===== src/common/cascade_capture_pkg.sv =====
// Constants for the cascaded 32-bit input capture timer.
`default_nettype none
package cascade_capture_pkg;

   // ----------------------------------------------------------------
   // Register map, byte addresses
   // ----------------------------------------------------------------
   localparam logic [6:0] BASE_LOWER  = 7'h00;
   localparam logic [6:0] BASE_UPPER  = 7'h40;
   localparam logic [6:0] OFS_CTRL    = 7'h00;
   localparam logic [6:0] OFS_MODE    = 7'h04;
   localparam logic [6:0] OFS_COUNT   = 7'h08;
   localparam logic [6:0] OFS_PINFN   = 7'h0c;
   localparam logic [6:0] OFS_IRQEN   = 7'h10;
   localparam logic [6:0] OFS_STATUS  = 7'h14;
   localparam logic [6:0] OFS_GRA     = 7'h18;
   localparam logic [6:0] OFS_GRB     = 7'h1c;
   localparam logic [6:0] OFS_CASCADE = 7'h20;
   localparam logic [6:0] OFS_RUN     = 7'h24;

   // ----------------------------------------------------------------
   // Field positions
   // ----------------------------------------------------------------
   localparam int CLR_SRC_LSB = 5;
   localparam int EDGE_LSB    = 3;
   localparam int SRC_LSB     = 0;
   localparam int BUF_A_BIT   = 4;
   localparam int MODE_LSB    = 0;
   localparam int PIN_B_LSB   = 4;
   localparam int PIN_A_LSB   = 0;
   localparam int IRQ_A_BIT   = 0;
   localparam int IRQ_B_BIT   = 1;
   localparam int IRQ_OVF_BIT = 4;
   localparam int IRQ_UNF_BIT = 5;
   localparam int TRIG_BIT    = 7;
   localparam int RUN_CH1_BIT = 1;
   localparam int RUN_CH2_BIT = 2;

   // ----------------------------------------------------------------
   // Writable bit masks and reset values
   // ----------------------------------------------------------------
   localparam logic [7:0] MODE_MASK    = 8'h1f;
   localparam logic [7:0] IRQEN_MASK   = 8'hb3;
   localparam logic [7:0] STATUS_MASK  = 8'h33;
   localparam logic [7:0] CASCADE_MASK = 8'h0f;
   localparam logic [7:0] RUN_MASK     = 8'hc7;
   localparam logic [7:0] RST_BYTE     = 8'h00;
   localparam logic [15:0] RST_WORD    = 16'h0000;

   // ----------------------------------------------------------------
   // Field codes
   // ----------------------------------------------------------------
   localparam logic [2:0] SRC_DIV1    = 3'h0;
   localparam logic [2:0] SRC_DIV64   = 3'h3;
   localparam logic [2:0] SRC_CASCADE = 3'h7;
   localparam logic [2:0] CLR_NONE    = 3'h0;
   localparam logic [2:0] CLR_ON_A    = 3'h1;
   localparam logic [2:0] CLR_ON_B    = 3'h2;
   localparam logic [1:0] EDGE_RISE   = 2'h0;
   localparam logic [3:0] MODE_NORMAL = 4'h0;
   localparam logic [15:0] COUNT_TOP  = 16'hffff;

   // ----------------------------------------------------------------
   // Timing
   // ----------------------------------------------------------------
   localparam int PRESCALE_DIV = 64;

endpackage
`default_nettype wire


===== src/verilog/capture_edge_sync.sv =====
// Three-stage pin synchroniser with rise and fall detection.
`timescale 1ns/100ps
`default_nettype none
module capture_edge_sync #(
   parameter int WIDTH = 4
) (
   input  wire logic             sys_clk,
   input  wire logic             rst_n,
   input  wire logic [WIDTH-1:0] pin_in,
   output logic      [WIDTH-1:0] rise,
   output logic      [WIDTH-1:0] fall
);

   logic [WIDTH-1:0] s1_reg;
   logic [WIDTH-1:0] s2_reg;
   logic [WIDTH-1:0] s3_reg;
   logic [WIDTH-1:0] level_reg;

   for (genvar i = 0; i < WIDTH; i++) begin : g_pin
      always_ff @(posedge sys_clk or negedge rst_n) begin
         if (!rst_n) begin
            s1_reg[i]    <= 1'b0;
            s2_reg[i]    <= 1'b0;
            s3_reg[i]    <= 1'b0;
            level_reg[i] <= 1'b0;
         end else begin
            s1_reg[i] <= pin_in[i];
            s2_reg[i] <= s1_reg[i];
            s3_reg[i] <= s2_reg[i];
            if (s2_reg[i] == s3_reg[i]) begin
               level_reg[i] <= s3_reg[i];
            end
         end
      end

      // A change counts once the second and third stages agree.
      assign rise[i] = s2_reg[i] & s3_reg[i] & ~level_reg[i];
      assign fall[i] = ~s2_reg[i] & ~s3_reg[i] & level_reg[i];
   end

endmodule // capture_edge_sync
`default_nettype wire


===== src/verilog/cascaded_capture_timer.sv =====
// Two 16-bit timer channels cascaded into a 32-bit capture timer.
//
// How it works
// - Lower and upper channel counters form one 32-bit count.
// - Source 111 advances the upper count on each lower wrap.
// - Source 011 advances the count from the timer clock over 64.
// - Clear source 000 never clears; the count wraps freely.
// - Edge select 00 counts on rising edges of the source.
// - Mode field selects timer mode; 0000 is normal mode.
// - Buffer select 0 keeps registers A and C independent.
// - Pin function A 1000 captures the count on a pin A rise.
// - Pin function B 0000 makes B a compare, pin level kept.
// - Cascade bit 2 lets lower pin A capture into upper reg A.
// - Bits 3, 1, 0 route the other pins likewise; 0 excludes.
// - Both halves are captured in the same cycle.
// - Enable bit 0 gates the register A interrupt request.
// - Enable bit 1 gates the register B interrupt request.
// - Bits 4 and 5 gate overflow and underflow requests.
// - Enable bit 7 gates converter start requests from reg A.
// - Start register bits 1 and 2 run or halt the upper and lower channels.
// - Lower count uses the timer clock; upper follows its wraps.
//
// Decided for this implementation: the register offsets and the Avalon-MM register port.
`timescale 1ns/100ps
`default_nettype none
module cascaded_capture_timer
   import cascade_capture_pkg::*;
#(
   parameter int PRESCALE = cascade_capture_pkg::PRESCALE_DIV
) (
   input  wire logic        sys_clk,
   input  wire logic        rst_n,
   input  wire logic [6:0]  avs_address,
   input  wire logic        avs_read,
   input  wire logic        avs_write,
   input  wire logic [31:0] avs_writedata,
   input  wire logic [3:0]  avs_byteenable,
   output logic      [31:0] avs_readdata,
   output logic             avs_waitrequest,
   input  wire logic        upper_pin_a,
   input  wire logic        upper_pin_b,
   input  wire logic        lower_pin_a,
   input  wire logic        lower_pin_b,
   output wire logic [1:0]  reg_a_irq,
   output wire logic [1:0]  reg_b_irq,
   output wire logic [1:0]  overflow_irq,
   output wire logic [1:0]  underflow_irq,
   output wire logic [1:0]  converter_start
);

   localparam int PW = $clog2(PRESCALE);
   localparam logic [PW-1:0] PRE_LAST = PW'(PRESCALE - 1);

   // Index 0 is the lower half, index 1 the upper half.
   logic [7:0]  ctrl_reg    [2];
   logic [7:0]  mode_reg    [2];
   logic [7:0]  pinfn_reg   [2];
   logic [7:0]  irqen_reg   [2];
   logic [7:0]  flags_reg   [2];
   logic [15:0] count_reg   [2];
   logic [15:0] gra_reg     [2];
   logic [15:0] grb_reg     [2];
   logic [4:0]  irq_reg     [2];
   logic [7:0]  cascade_reg;
   logic [7:0]  run_reg;
   logic [PW-1:0] pre_reg;
   logic        pre_tick;
   logic [1:0]  ovf;
   logic [3:0]  pin_rise;
   logic [3:0]  pin_fall;
   logic        wr_go;
   logic [31:0] rd_mux;

   // ----------------------------------------------------------------
   // Pin synchronisers
   // ----------------------------------------------------------------
   // Pins come from outside the clock domain and pass three stages.
   // Pin order: lower A, lower B, upper A, upper B.
   capture_edge_sync #(
      .WIDTH (4)
   ) u_sync (
      .sys_clk (sys_clk),
      .rst_n   (rst_n),
      .pin_in  ({upper_pin_b, upper_pin_a, lower_pin_b, lower_pin_a}),
      .rise    (pin_rise),
      .fall    (pin_fall)
   );

   // ----------------------------------------------------------------
   // Helpers
   // ----------------------------------------------------------------
   function automatic logic wr_hit(input logic [6:0] ofs);
      wr_hit = wr_go && (avs_address[6:2] == ofs[6:2]);
   endfunction

   function automatic logic [15:0] merge16(input logic [15:0] old);
      merge16[7:0]  = avs_byteenable[0] ? avs_writedata[7:0]  : old[7:0];
      merge16[15:8] = avs_byteenable[1] ? avs_writedata[15:8] : old[15:8];
   endfunction

   // Capture edge for pin functions 1000 rise, 1001 fall, 101x both.
   function automatic logic edge_hit(input logic [3:0] fn,
                                     input logic r, input logic f);
      edge_hit = fn[3] && (fn[1] ? (r | f) : (fn[0] ? f : r));
   endfunction

   // ----------------------------------------------------------------
   // Avalon slave: one wait cycle, answer on the second edge
   // ----------------------------------------------------------------
   assign wr_go = avs_write && !avs_waitrequest;

   // Read data load only on reads, so an answer stands until the next
   // read is answered, whatever writes come between.
   always_ff @(posedge sys_clk or negedge rst_n) begin
      if (!rst_n) begin
         avs_waitrequest <= 1'b1;
         avs_readdata    <= 32'h0000_0000;
      end else if ((avs_read || avs_write) && avs_waitrequest) begin
         avs_waitrequest <= 1'b0;
         if (avs_read) begin
            avs_readdata <= rd_mux;
         end
      end else begin
         avs_waitrequest <= 1'b1;
      end
   end

   always_comb begin
      logic c;
      c = avs_address[6];
      rd_mux = 32'h0000_0000;
      if (!avs_address[5]) begin
         unique case (avs_address[4:2])
            OFS_CTRL[4:2]:   rd_mux[7:0]  = ctrl_reg[c];
            OFS_MODE[4:2]:   rd_mux[7:0]  = mode_reg[c];
            OFS_COUNT[4:2]:  rd_mux[15:0] = count_reg[c];
            OFS_PINFN[4:2]:  rd_mux[7:0]  = pinfn_reg[c];
            OFS_IRQEN[4:2]:  rd_mux[7:0]  = irqen_reg[c];
            OFS_STATUS[4:2]: rd_mux[7:0]  = flags_reg[c];
            OFS_GRA[4:2]:    rd_mux[15:0] = gra_reg[c];
            OFS_GRB[4:2]:    rd_mux[15:0] = grb_reg[c];
         endcase
      end else if (avs_address[6:2] == OFS_CASCADE[6:2]) begin
         rd_mux[7:0] = cascade_reg;
      end else if (avs_address[6:2] == OFS_RUN[6:2]) begin
         rd_mux[7:0] = run_reg;
      end
   end

   // ----------------------------------------------------------------
   // Shared registers
   // ----------------------------------------------------------------
   always_ff @(posedge sys_clk or negedge rst_n) begin
      if (!rst_n) begin
         cascade_reg <= RST_BYTE;
      end else if (wr_hit(OFS_CASCADE) && avs_byteenable[0]) begin
         cascade_reg <= avs_writedata[7:0] & CASCADE_MASK;
      end
   end

   always_ff @(posedge sys_clk or negedge rst_n) begin
      if (!rst_n) begin
         run_reg <= RST_BYTE;
      end else if (wr_hit(OFS_RUN) && avs_byteenable[0]) begin
         run_reg <= avs_writedata[7:0] & RUN_MASK;
      end
   end

   // Free-running divider of the timer clock.
   always_ff @(posedge sys_clk or negedge rst_n) begin
      if (!rst_n) begin
         pre_reg <= '0;
      end else begin
         pre_reg <= pre_tick ? '0 : pre_reg + 1'b1;
      end
   end
   assign pre_tick = (pre_reg == PRE_LAST);

   // ----------------------------------------------------------------
   // Channels
   // ----------------------------------------------------------------
   for (genvar ch = 0; ch < 2; ch++) begin : g_ch
      localparam logic [6:0] BASE = (ch == 1) ? BASE_UPPER : BASE_LOWER;
      localparam int PA = (ch == 1) ? 2 : 0;
      localparam int QA = 2 - PA;
      localparam int RUN_BIT = (ch == 1) ? RUN_CH1_BIT : RUN_CH2_BIT;

      logic       casc_in;
      logic [2:0] src;
      logic [2:0] clr_src;
      logic [1:0] edge_sel;
      logic [3:0] fn_a;
      logic [3:0] fn_b;
      logic       tick;
      logic       advance;
      logic       cap_a;
      logic       cap_b;
      logic       ev_a;
      logic       ev_b;
      logic       clear;
      logic [7:0] set_bits;
      logic [7:0] clr_bits;
      logic [7:0] flags_next;

      // Only the upper half has a cascade input to count on.
      if (ch == 1) begin : g_upper
         assign casc_in = ovf[0];
      end else begin : g_lower
         assign casc_in = 1'b0;
      end

      assign src      = ctrl_reg[ch][SRC_LSB +: 3];
      assign clr_src  = ctrl_reg[ch][CLR_SRC_LSB +: 3];
      assign edge_sel = ctrl_reg[ch][EDGE_LSB +: 2];
      assign fn_a     = pinfn_reg[ch][PIN_A_LSB +: 4];
      assign fn_b     = pinfn_reg[ch][PIN_B_LSB +: 4];

      // Each tick is one rising edge of the selected source; the
      // other edge selections count the same single event.
      assign tick = (src == SRC_DIV1)
                  || ((src == SRC_DIV64) && pre_tick)
                  || ((src == SRC_CASCADE) && casc_in);
      assign advance = run_reg[RUN_BIT] && tick
                     && (mode_reg[ch][MODE_LSB +: 4] == MODE_NORMAL);
      assign ovf[ch] = advance && (count_reg[ch] == COUNT_TOP);

      assign cap_a = edge_hit(fn_a, pin_rise[PA], pin_fall[PA])
         || (cascade_reg[PA]
             && edge_hit(fn_a, pin_rise[QA], pin_fall[QA]));
      assign cap_b = edge_hit(fn_b, pin_rise[PA+1], pin_fall[PA+1])
         || (cascade_reg[PA+1]
             && edge_hit(fn_b, pin_rise[QA+1], pin_fall[QA+1]));

      // Compare matches when the register is not a capture; the pin
      // itself is left at its level.
      assign ev_a = cap_a
         || (!fn_a[3] && advance && count_reg[ch] == gra_reg[ch]);
      assign ev_b = cap_b
         || (!fn_b[3] && advance && count_reg[ch] == grb_reg[ch]);

      assign clear = ((clr_src == CLR_ON_A) && ev_a)
                   || ((clr_src == CLR_ON_B) && ev_b);

      always_ff @(posedge sys_clk or negedge rst_n) begin
         if (!rst_n) begin
            count_reg[ch] <= RST_WORD;
         end else if (wr_hit(BASE + OFS_COUNT)) begin
            count_reg[ch] <= merge16(count_reg[ch]);
         end else if (clear) begin
            count_reg[ch] <= RST_WORD;
         end else if (advance) begin
            count_reg[ch] <= count_reg[ch] + 16'h0001;
         end
      end

      // Captures take the count before this cycle's update, so both
      // halves latch one consistent 32-bit value in the same cycle.
      always_ff @(posedge sys_clk or negedge rst_n) begin
         if (!rst_n) begin
            gra_reg[ch] <= RST_WORD;
         end else if (cap_a) begin
            gra_reg[ch] <= count_reg[ch];
         end else if (wr_hit(BASE + OFS_GRA)) begin
            gra_reg[ch] <= merge16(gra_reg[ch]);
         end
      end

      always_ff @(posedge sys_clk or negedge rst_n) begin
         if (!rst_n) begin
            grb_reg[ch] <= RST_WORD;
         end else if (cap_b) begin
            grb_reg[ch] <= count_reg[ch];
         end else if (wr_hit(BASE + OFS_GRB)) begin
            grb_reg[ch] <= merge16(grb_reg[ch]);
         end
      end

      always_ff @(posedge sys_clk or negedge rst_n) begin
         if (!rst_n) begin
            ctrl_reg[ch]  <= RST_BYTE;
            mode_reg[ch]  <= RST_BYTE;
            pinfn_reg[ch] <= RST_BYTE;
            irqen_reg[ch] <= RST_BYTE;
         end else if (avs_byteenable[0]) begin
            if (wr_hit(BASE + OFS_CTRL)) begin
               ctrl_reg[ch] <= avs_writedata[7:0];
            end
            if (wr_hit(BASE + OFS_MODE)) begin
               mode_reg[ch] <= avs_writedata[7:0] & MODE_MASK;
            end
            if (wr_hit(BASE + OFS_PINFN)) begin
               pinfn_reg[ch] <= avs_writedata[7:0];
            end
            if (wr_hit(BASE + OFS_IRQEN)) begin
               irqen_reg[ch] <= avs_writedata[7:0] & IRQEN_MASK;
            end
         end
      end

      // Software clears a flag by writing 0 to it; a new event in the
      // same cycle keeps it set. The count only rises in normal mode,
      // so no underflow event occurs.
      always_comb begin
         set_bits = 8'h00;
         set_bits[IRQ_A_BIT]   = ev_a;
         set_bits[IRQ_B_BIT]   = ev_b;
         set_bits[IRQ_OVF_BIT] = ovf[ch];
         clr_bits = 8'h00;
         if (wr_hit(BASE + OFS_STATUS) && avs_byteenable[0]) begin
            clr_bits = ~avs_writedata[7:0] & STATUS_MASK;
         end
         flags_next = (flags_reg[ch] & ~clr_bits) | set_bits;
      end

      // A request follows an enable write one cycle late, as it is formed
      // from the stored enable bits.
      always_ff @(posedge sys_clk or negedge rst_n) begin
         if (!rst_n) begin
            flags_reg[ch] <= RST_BYTE;
            irq_reg[ch]   <= 5'h00;
         end else begin
            flags_reg[ch] <= flags_next;
            irq_reg[ch][0] <= flags_next[IRQ_A_BIT]
                              & irqen_reg[ch][IRQ_A_BIT];
            irq_reg[ch][1] <= flags_next[IRQ_B_BIT]
                              & irqen_reg[ch][IRQ_B_BIT];
            irq_reg[ch][2] <= flags_next[IRQ_OVF_BIT]
                              & irqen_reg[ch][IRQ_OVF_BIT];
            irq_reg[ch][3] <= flags_next[IRQ_UNF_BIT]
                              & irqen_reg[ch][IRQ_UNF_BIT];
            irq_reg[ch][4] <= ev_a & irqen_reg[ch][TRIG_BIT];
         end
      end

      assign reg_a_irq[ch]       = irq_reg[ch][0];
      assign reg_b_irq[ch]       = irq_reg[ch][1];
      assign overflow_irq[ch]    = irq_reg[ch][2];
      assign underflow_irq[ch]   = irq_reg[ch][3];
      assign converter_start[ch] = irq_reg[ch][4];
   end

endmodule // cascaded_capture_timer
`default_nettype wire


===== config.mk =====
export PLATFORM = sky130hd
export DESIGN_NAME = cascaded_capture_timer
export DESIGN_NICKNAME = d
export VERILOG_FILES = /design/src/common/cascade_capture_pkg.sv /design/src/verilog/capture_edge_sync.sv /design/src/verilog/cascaded_capture_timer.sv
export SDC_FILE = /design/constraint.sdc
export NUM_CORES = 1
export LEC_CHECK = 0
export BUFFER_PORTS_ARGS = -buffer_cell sky130_fd_sc_hd__buf_2
export CAP_MARGIN = 5
export CORE_ASPECT_RATIO = 1.5
export CORE_MARGIN = 8
export CORE_UTILIZATION = 53
export CTS_CLUSTER_DIAMETER = 80
export DETAILED_ROUTE_END_ITERATION = 10
export PLACE_DENSITY_LB_ADDON = 0.25
export SYNTH_ARGS = -nofsm -noshare
export SYNTH_HDL_FRONTEND = slang
export SYNTH_HIERARCHICAL = 1
export SYNTH_SLANG_ARGS = --single-unit

===== constraint.sdc =====
create_clock -name sys_clk -period 2.4 [get_ports sys_clk]
set_input_delay 0.12 -clock sys_clk [delete_from_list [all_inputs] [get_ports sys_clk]]
set_output_delay 0.12 -clock sys_clk [all_outputs]
set_load 0.01 [all_outputs]

Word level (Yosys, flattened, before mapping) --
Cells that the tools add are included. W data, S select, Z words.
Word-level totals: register bits after elaboration 222, ROM bits 0, input port bits 51, output and inout port bits 43, bits in latches 0, bits in writable memories 0, word-level logic and storage cells 328, memories kept 0
Cells by class: reduce and logical (&&, ||, !) cells 117, shifts and indexed selects 0, $mul 0, bitwise logic cells 50, equal/unequal tests 46, $add $sub $neg 3, divide/modulo/power cells 0, $lt $le $gt $ge 1, muxes and demuxes 66
Operators by type and width (number):
- $mux W16 | 23
- $mux W8 | 20
- $eq A16 B16 Y1 | 4
- $pmux W8 S8 | 1
- $logic_and A1 B1 Y1 | 57
- $reduce_and A2 Y1 | 21
- $eq A5 B5 Y1 const B | 8
- $add A16 B1 Y16 const B | 2
- $eq A16 B16 Y1 const B | 2
- $and A1 B1 Y1 | 26
- $pmux W8 S3 | 1
- $reduce_bool A2 Y1 | 12
- $eq A5 B3 Y1 const B | 4
- $eq A3 B2 Y1 const B | 6
- $mux W6 | 3
- $mux W1 | 17
- $and A8 B8 Y8 | 2
- $not A8 Y8 | 2
- $or A8 B5 Y8 | 2
- $eq A3 B3 Y1 const B | 5
- $logic_or A1 B1 Y1 | 14
- $not A1 Y1 | 12
- $eq A5 B2 Y1 const B | 2
- $eq A5 B4 Y1 const B | 2
- other kinds (16) | 35

Longest topological paths before layout --
depth after elaboration 17, depth in mapped cells 13, depth with buffers taken out 11

Cells and area by module --
The synthesis kept the hierarchy.
Modules (own cells, without submodules):
- cascaded_capture_timer | times used 1, cells an instance 1204, area each 11566.1 sq um
- capture_edge_sync | times used 1, cells an instance 44, area each 640.6 sq um

Worst setup path after synthesis --
OpenSTA, ideal clock, no wires.
path kind reg-to-reg, start point register ctrl_reg[10] in the netlist's numbering, end point register count_reg[17] in the netlist's numbering, stages on the path, launching flop included 10, clock period less this slack 2.690 ns, data arrival time 2.566 ns, setup slack -0.290 ns, buffers on the path 1, required time 2.275 ns, path through dfrtp_1 or4b_1 nor3_2 nand2_1 buf_6 o41a_1 o22ai_4 nor2_4 a21oi_4 mux2_2
On the way: longest elaborated chain between the ends 12
RTL lines:
- from (decl) | RTL line cascaded_capture_timer.sv:55 | logic [7:0] ctrl_reg [2];
- from (signal, indexed assignment) | RTL line cascaded_capture_timer.sv:286 | ctrl_reg[ch] <= avs_writedata[7:0];
- $eq A3 B2 Y1 | RTL line cascaded_capture_timer.sv:221 | || ((src == SRC_DIV64) && pre_tick)
- $logic_and A1 B1 Y1 | RTL line cascaded_capture_timer.sv:221
- $logic_or A1 B1 Y1 * | RTL line cascaded_capture_timer.sv:221
- $logic_and A1 B1 Y1 * | RTL line cascaded_capture_timer.sv:223 | assign advance = run_reg[RUN_BIT] && tick
- $logic_and A1 B1 Y1 * | RTL line cascaded_capture_timer.sv:224 | && (mode_reg[ch][MODE_LSB +: 4] == MODE_NORMAL);
- $logic_and A1 B1 Y1 (on tied branches) (2 in a row) | RTL line cascaded_capture_timer.sv:237, cascaded_capture_timer.sv:239
- $logic_or A1 B1 Y1 (on tied branches) | RTL line cascaded_capture_timer.sv:237, cascaded_capture_timer.sv:239
- $logic_and A1 B1 Y1 (on tied branches) | RTL line cascaded_capture_timer.sv:241, cascaded_capture_timer.sv:242
- $logic_or A1 B1 Y1 | RTL line cascaded_capture_timer.sv:242 | || ((clr_src == CLR_ON_B) && ev_b);
- $reduce_bool A3 Y1 (no line) / $mux W16 (equally long branches)
- $reduce_and A2 Y1 (no line) / $mux W16 (equally long branches)
- to (signal, indexed assignment) | RTL line cascaded_capture_timer.sv:248 | count_reg[ch] <= merge16(count_reg[ch]);
- to (signal, indexed assignment) | RTL line cascaded_capture_timer.sv:252 | count_reg[ch] <= count_reg[ch] + 16'h0001;
- to (decl) | RTL line cascaded_capture_timer.sv:60 | logic [15:0] count_reg [2];
Mark *: on every way between the ends. The rest lies on a longest branch, timed or not. A chain may end at the register's enable or synchronous reset.

Final worst setup path --
start point register ctrl_reg[10] in the netlist's numbering, end point register count_reg[4] in the netlist's numbering
On the way: longest elaborated chain between the ends 17
RTL lines:
- $eq A3 B2 Y1 | RTL line cascaded_capture_timer.sv:221
- $logic_and A1 B1 Y1 | RTL line cascaded_capture_timer.sv:221
- $logic_or A1 B1 Y1 * | RTL line cascaded_capture_timer.sv:221
- $logic_and A1 B1 Y1 * | RTL line cascaded_capture_timer.sv:223
- $logic_and A1 B1 Y1 * | RTL line cascaded_capture_timer.sv:224
- $logic_and A1 B1 Y1 * | RTL line cascaded_capture_timer.sv:225 | assign ovf[ch] = advance && (count_reg[ch] == COUNT_TOP);
- $logic_and A1 B1 Y1 * | RTL line cascaded_capture_timer.sv:222 | || ((src == SRC_CASCADE) && casc_in);
- $logic_or A1 B1 Y1 * | RTL line cascaded_capture_timer.sv:222
- $logic_and A1 B1 Y1 * | RTL line cascaded_capture_timer.sv:223
- $logic_and A1 B1 Y1 * | RTL line cascaded_capture_timer.sv:224
- $logic_and A1 B1 Y1 (on tied branches) (2 in a row) | RTL line cascaded_capture_timer.sv:237, cascaded_capture_timer.sv:239
- $logic_or A1 B1 Y1 (on tied branches) | RTL line cascaded_capture_timer.sv:237, cascaded_capture_timer.sv:239
- $logic_and A1 B1 Y1 (on tied branches) | RTL line cascaded_capture_timer.sv:241, cascaded_capture_timer.sv:242
- $logic_or A1 B1 Y1 | RTL line cascaded_capture_timer.sv:242
- $reduce_bool A3 Y1 (no line) / $mux W16 (equally long branches)
- $reduce_and A2 Y1 (no line) / $mux W16 (equally long branches)
Marked as above.

==> results.tsv <==
metric	value	unit
status	complete, but fails checks	
failing checks	setup timing	
crit share post-route	114	%
Max-Cap Viols	0	
syn avg cell area	9.78	sq um
FF-to-FF End	count_reg[4]	
Unique masters post-synth	73	
CTS tree	yes	
via count	10600	
top_reg_cell synth	dfrtp_1	
Syn. warnings	6	
TritonRoute pass-1 iters	5	
max-slew violations	0	
row cnt	68	
H-tree depth	1	
Ant. Diodes	0	
Routability Congestion	0.995	
setup_tns	-8.10	ns
EDFF count, synth	0	
Post-Route Utilization	66.4	%
Worst Path Arrival	3.17	ns
clock latency at the later pin of the worst-skew pair	0.53	ns
share of async-settable or async-resettable flops after synthesis	100	%
All-Layer GR Usage	28.1	%
worst hold path depth	2	
Die W	140	microns
synthesized flop and latch total	214	
CTS Sinks	214	
# setup viols final	33	
Hold/Removal Path Class	in2reg	
Overflow after GRT	0	
synthesis-to-layout area growth	23.9	%
hold_sp	avs_writedata[10]	
die area	28200	sq um
Routed WL	40.3	mm
Clock Skew	0.0222	ns
unrepaired setup endpoints after global routing	true	
Pleak	7.26	nW
Via density	6.15	
PD cells	788	nW/um^2
worst r2r src	ctrl_reg[10]	
Worst Hold End	count_reg[10]	
buffer depth of the longest clock path	3	
worst reg-to-reg path cell count	10	
share of post-route cells with drive strength above 1	28.4	%
cts bufs inserted	23	
global-route wire length before repair	61.8	mm
clk slew on worst S/H paths	0.07	ns
Max Clk Rate	364	MHz
Worst Max-Slew Pin Slew	0.576	ns
initial core utilization	53.5	%
critical path class	reg2reg	
Cells after Synth	1248	
critical path startpoint category	flop	
number of nets still failing antenna checks after routing	0	
initial antenna violation count	0	
routed len/inst	23.4	microns
min setup slack post-route	-0.345	ns
Core Area	22800	sq um
CP Max Fanout	4	
Post-route DRC	0	
Final Hold Viols	0	
Final min period	2.74	ns
largest net degree at the start of global routing	71	
# IOs	94	
DP HPWL	29.1	mm
flop2flop setup slack	-0.34	ns
die height	202	microns
CP endpoint kind	flop	
Worst Path Required	2.82	ns
Layout Nets	1486	
Peak VDD IR	0.000583	V
mapped cell area	12200	sq um
register area share after synthesis	43.9	%
root buffer cell	clkbuf_16	
vias in the first global route	10700	
drt initial violations	864	
Slew Limit Headroom	61.2	%
Port Buffers	57	
[critical path: stages, from the launching register on]
cell and delay (ns):
dfrtp_1 0.38, or4b_4 0.55, nor3_4 0.20, nand4_1 0.23, a21oi_2 0.26, a41oi_2 0.15
buf_4 0.18, o22ai_4 0.23, buf_6 0.16, nor4_2 0.05, a221o_1 0.27
[layout make-up]
cell class                 instances  area, sq um
clock buffer                      24          589
fill                            1872         7670
inverter                          20         75.1
multi-input combinational        917         6610
clock inverter                    18          288
sequential                       214         5360
timing repair buffer             248         1870
tap                              280          350
[layout by cell type, fill, tap and decap left out, types with 16 or more instances in the layout]
cell       count
a21oi_1       63
and2_1        18
buf_2         56
buf_4        162
clkbuf_16     23
conb_1        16
dfrtp_1      213
inv_1         20
mux2_2        63
mux2i_1      113
nand2_1      116
nand3_1       23
nand4_1       22
nor2_1        75
o21ai_0       73
o22ai_1       17
xnor2_1       26
xor2_1        44
[where the power goes]
group          internal [W]  switching, W  leakage [nW]  total [W]
clock               0.00256       0.00159         0.423    0.00415
sequential          0.00419      0.000690          2.69    0.00488
combinational       0.00142       0.00148          4.15    0.00290
total               0.00817       0.00376          7.26     0.0119
[how the worst max path moves through the flow]
stage / from / slack (ns) / to / cells past startpoint
6_report: ctrl_reg[10] / -0.34 / count_reg[4] / 10
5_1_grt: ctrl_reg[10] / -0.45 / count_reg[4] / 10
4_1_cts: ctrl_reg[10] / -0.30 / count_reg[4] / 10
3_3_place_gp: mode_reg[8] / -0.37 / count_reg[9] / 9
3_5_place_dp: mode_reg[8] / -0.42 / count_reg[9] / 9
2_1_floorplan: mode_reg[8] / -0.24 / count_reg[17] / 9
[through the flow]
stage | std cells | worst slack (ns) | hold slack [ns] | power [W] | cell area (sq um)
floorplan | 1263 | -0.243 | -0.176 | 0.00636 | 12300
detailed placement | 1655 | -0.422 | 0.128 | 0.00764 | 13800
finish | 1721 | -0.345 | 0.0104 | 0.0119 | 15100
CTS | 1717 | -0.298 | 0.000245 | 0.0119 | 14900
global route | 1721 | -0.454 | 0.0235 | 0.0124 | 15100
global placement | 1655 | -0.373 | 0.127 | 0.00757 | 13800
[logic make-up (layout without fill, tap and decap cells)]
| group | count (synthesis) | after routing | synth area share, % |
|---|---|---|---|
| simple gates | 357 | 357 | 14.3 |
| compound gates | 279 | 279 | 14.9 |
| flops | 214 | 214 | 43.9 |
| mux | 183 | 183 | 15.9 |
| buf+inv | 132 | 310 | 4.75 |
| xor+xnor | 71 | 71 | 5.09 |
| fa+ha+maj | 11 | 11 | 1.13 |
| other cells | 1 | 16 | 0.0307 |
[repair_timing]
action,CTS,global route
endpoints found under the setup margin,35,60
resized for setup,32,38
pin swaps,18,21
hold endpoints to repair,82,0
buffers inserted,11,6
hold buffers,9,0
[synthesized netlist by cell type (all sizes together), types with 26 or more instances]
cell | n | area [sq um]
nand2 | 121 | 454
nand3 | 26 | 130
clkbuf | 75 | 282
mux2i | 114 | 1140
o21ai | 84 | 420
a21oi | 70 | 373
mux2 | 68 | 781
xnor2 | 27 | 236
dfrtp | 213 | 5330
buf | 37 | 223
xor2 | 44 | 385
nor2 | 76 | 293
[metal layers]
metal	vias up	routed length [microns]	part of all wire (%)	global-route usage (%)
met5	-	0	0	0
met4	0	2820	7.0	18.6
met3	144	1750	4.4	3.21
met2	382	20600	51	49.6
met1	5248	15100	38	31.5
li1	4811	-	-	-
Note: power is estimated with default switching activity, not from simulation.
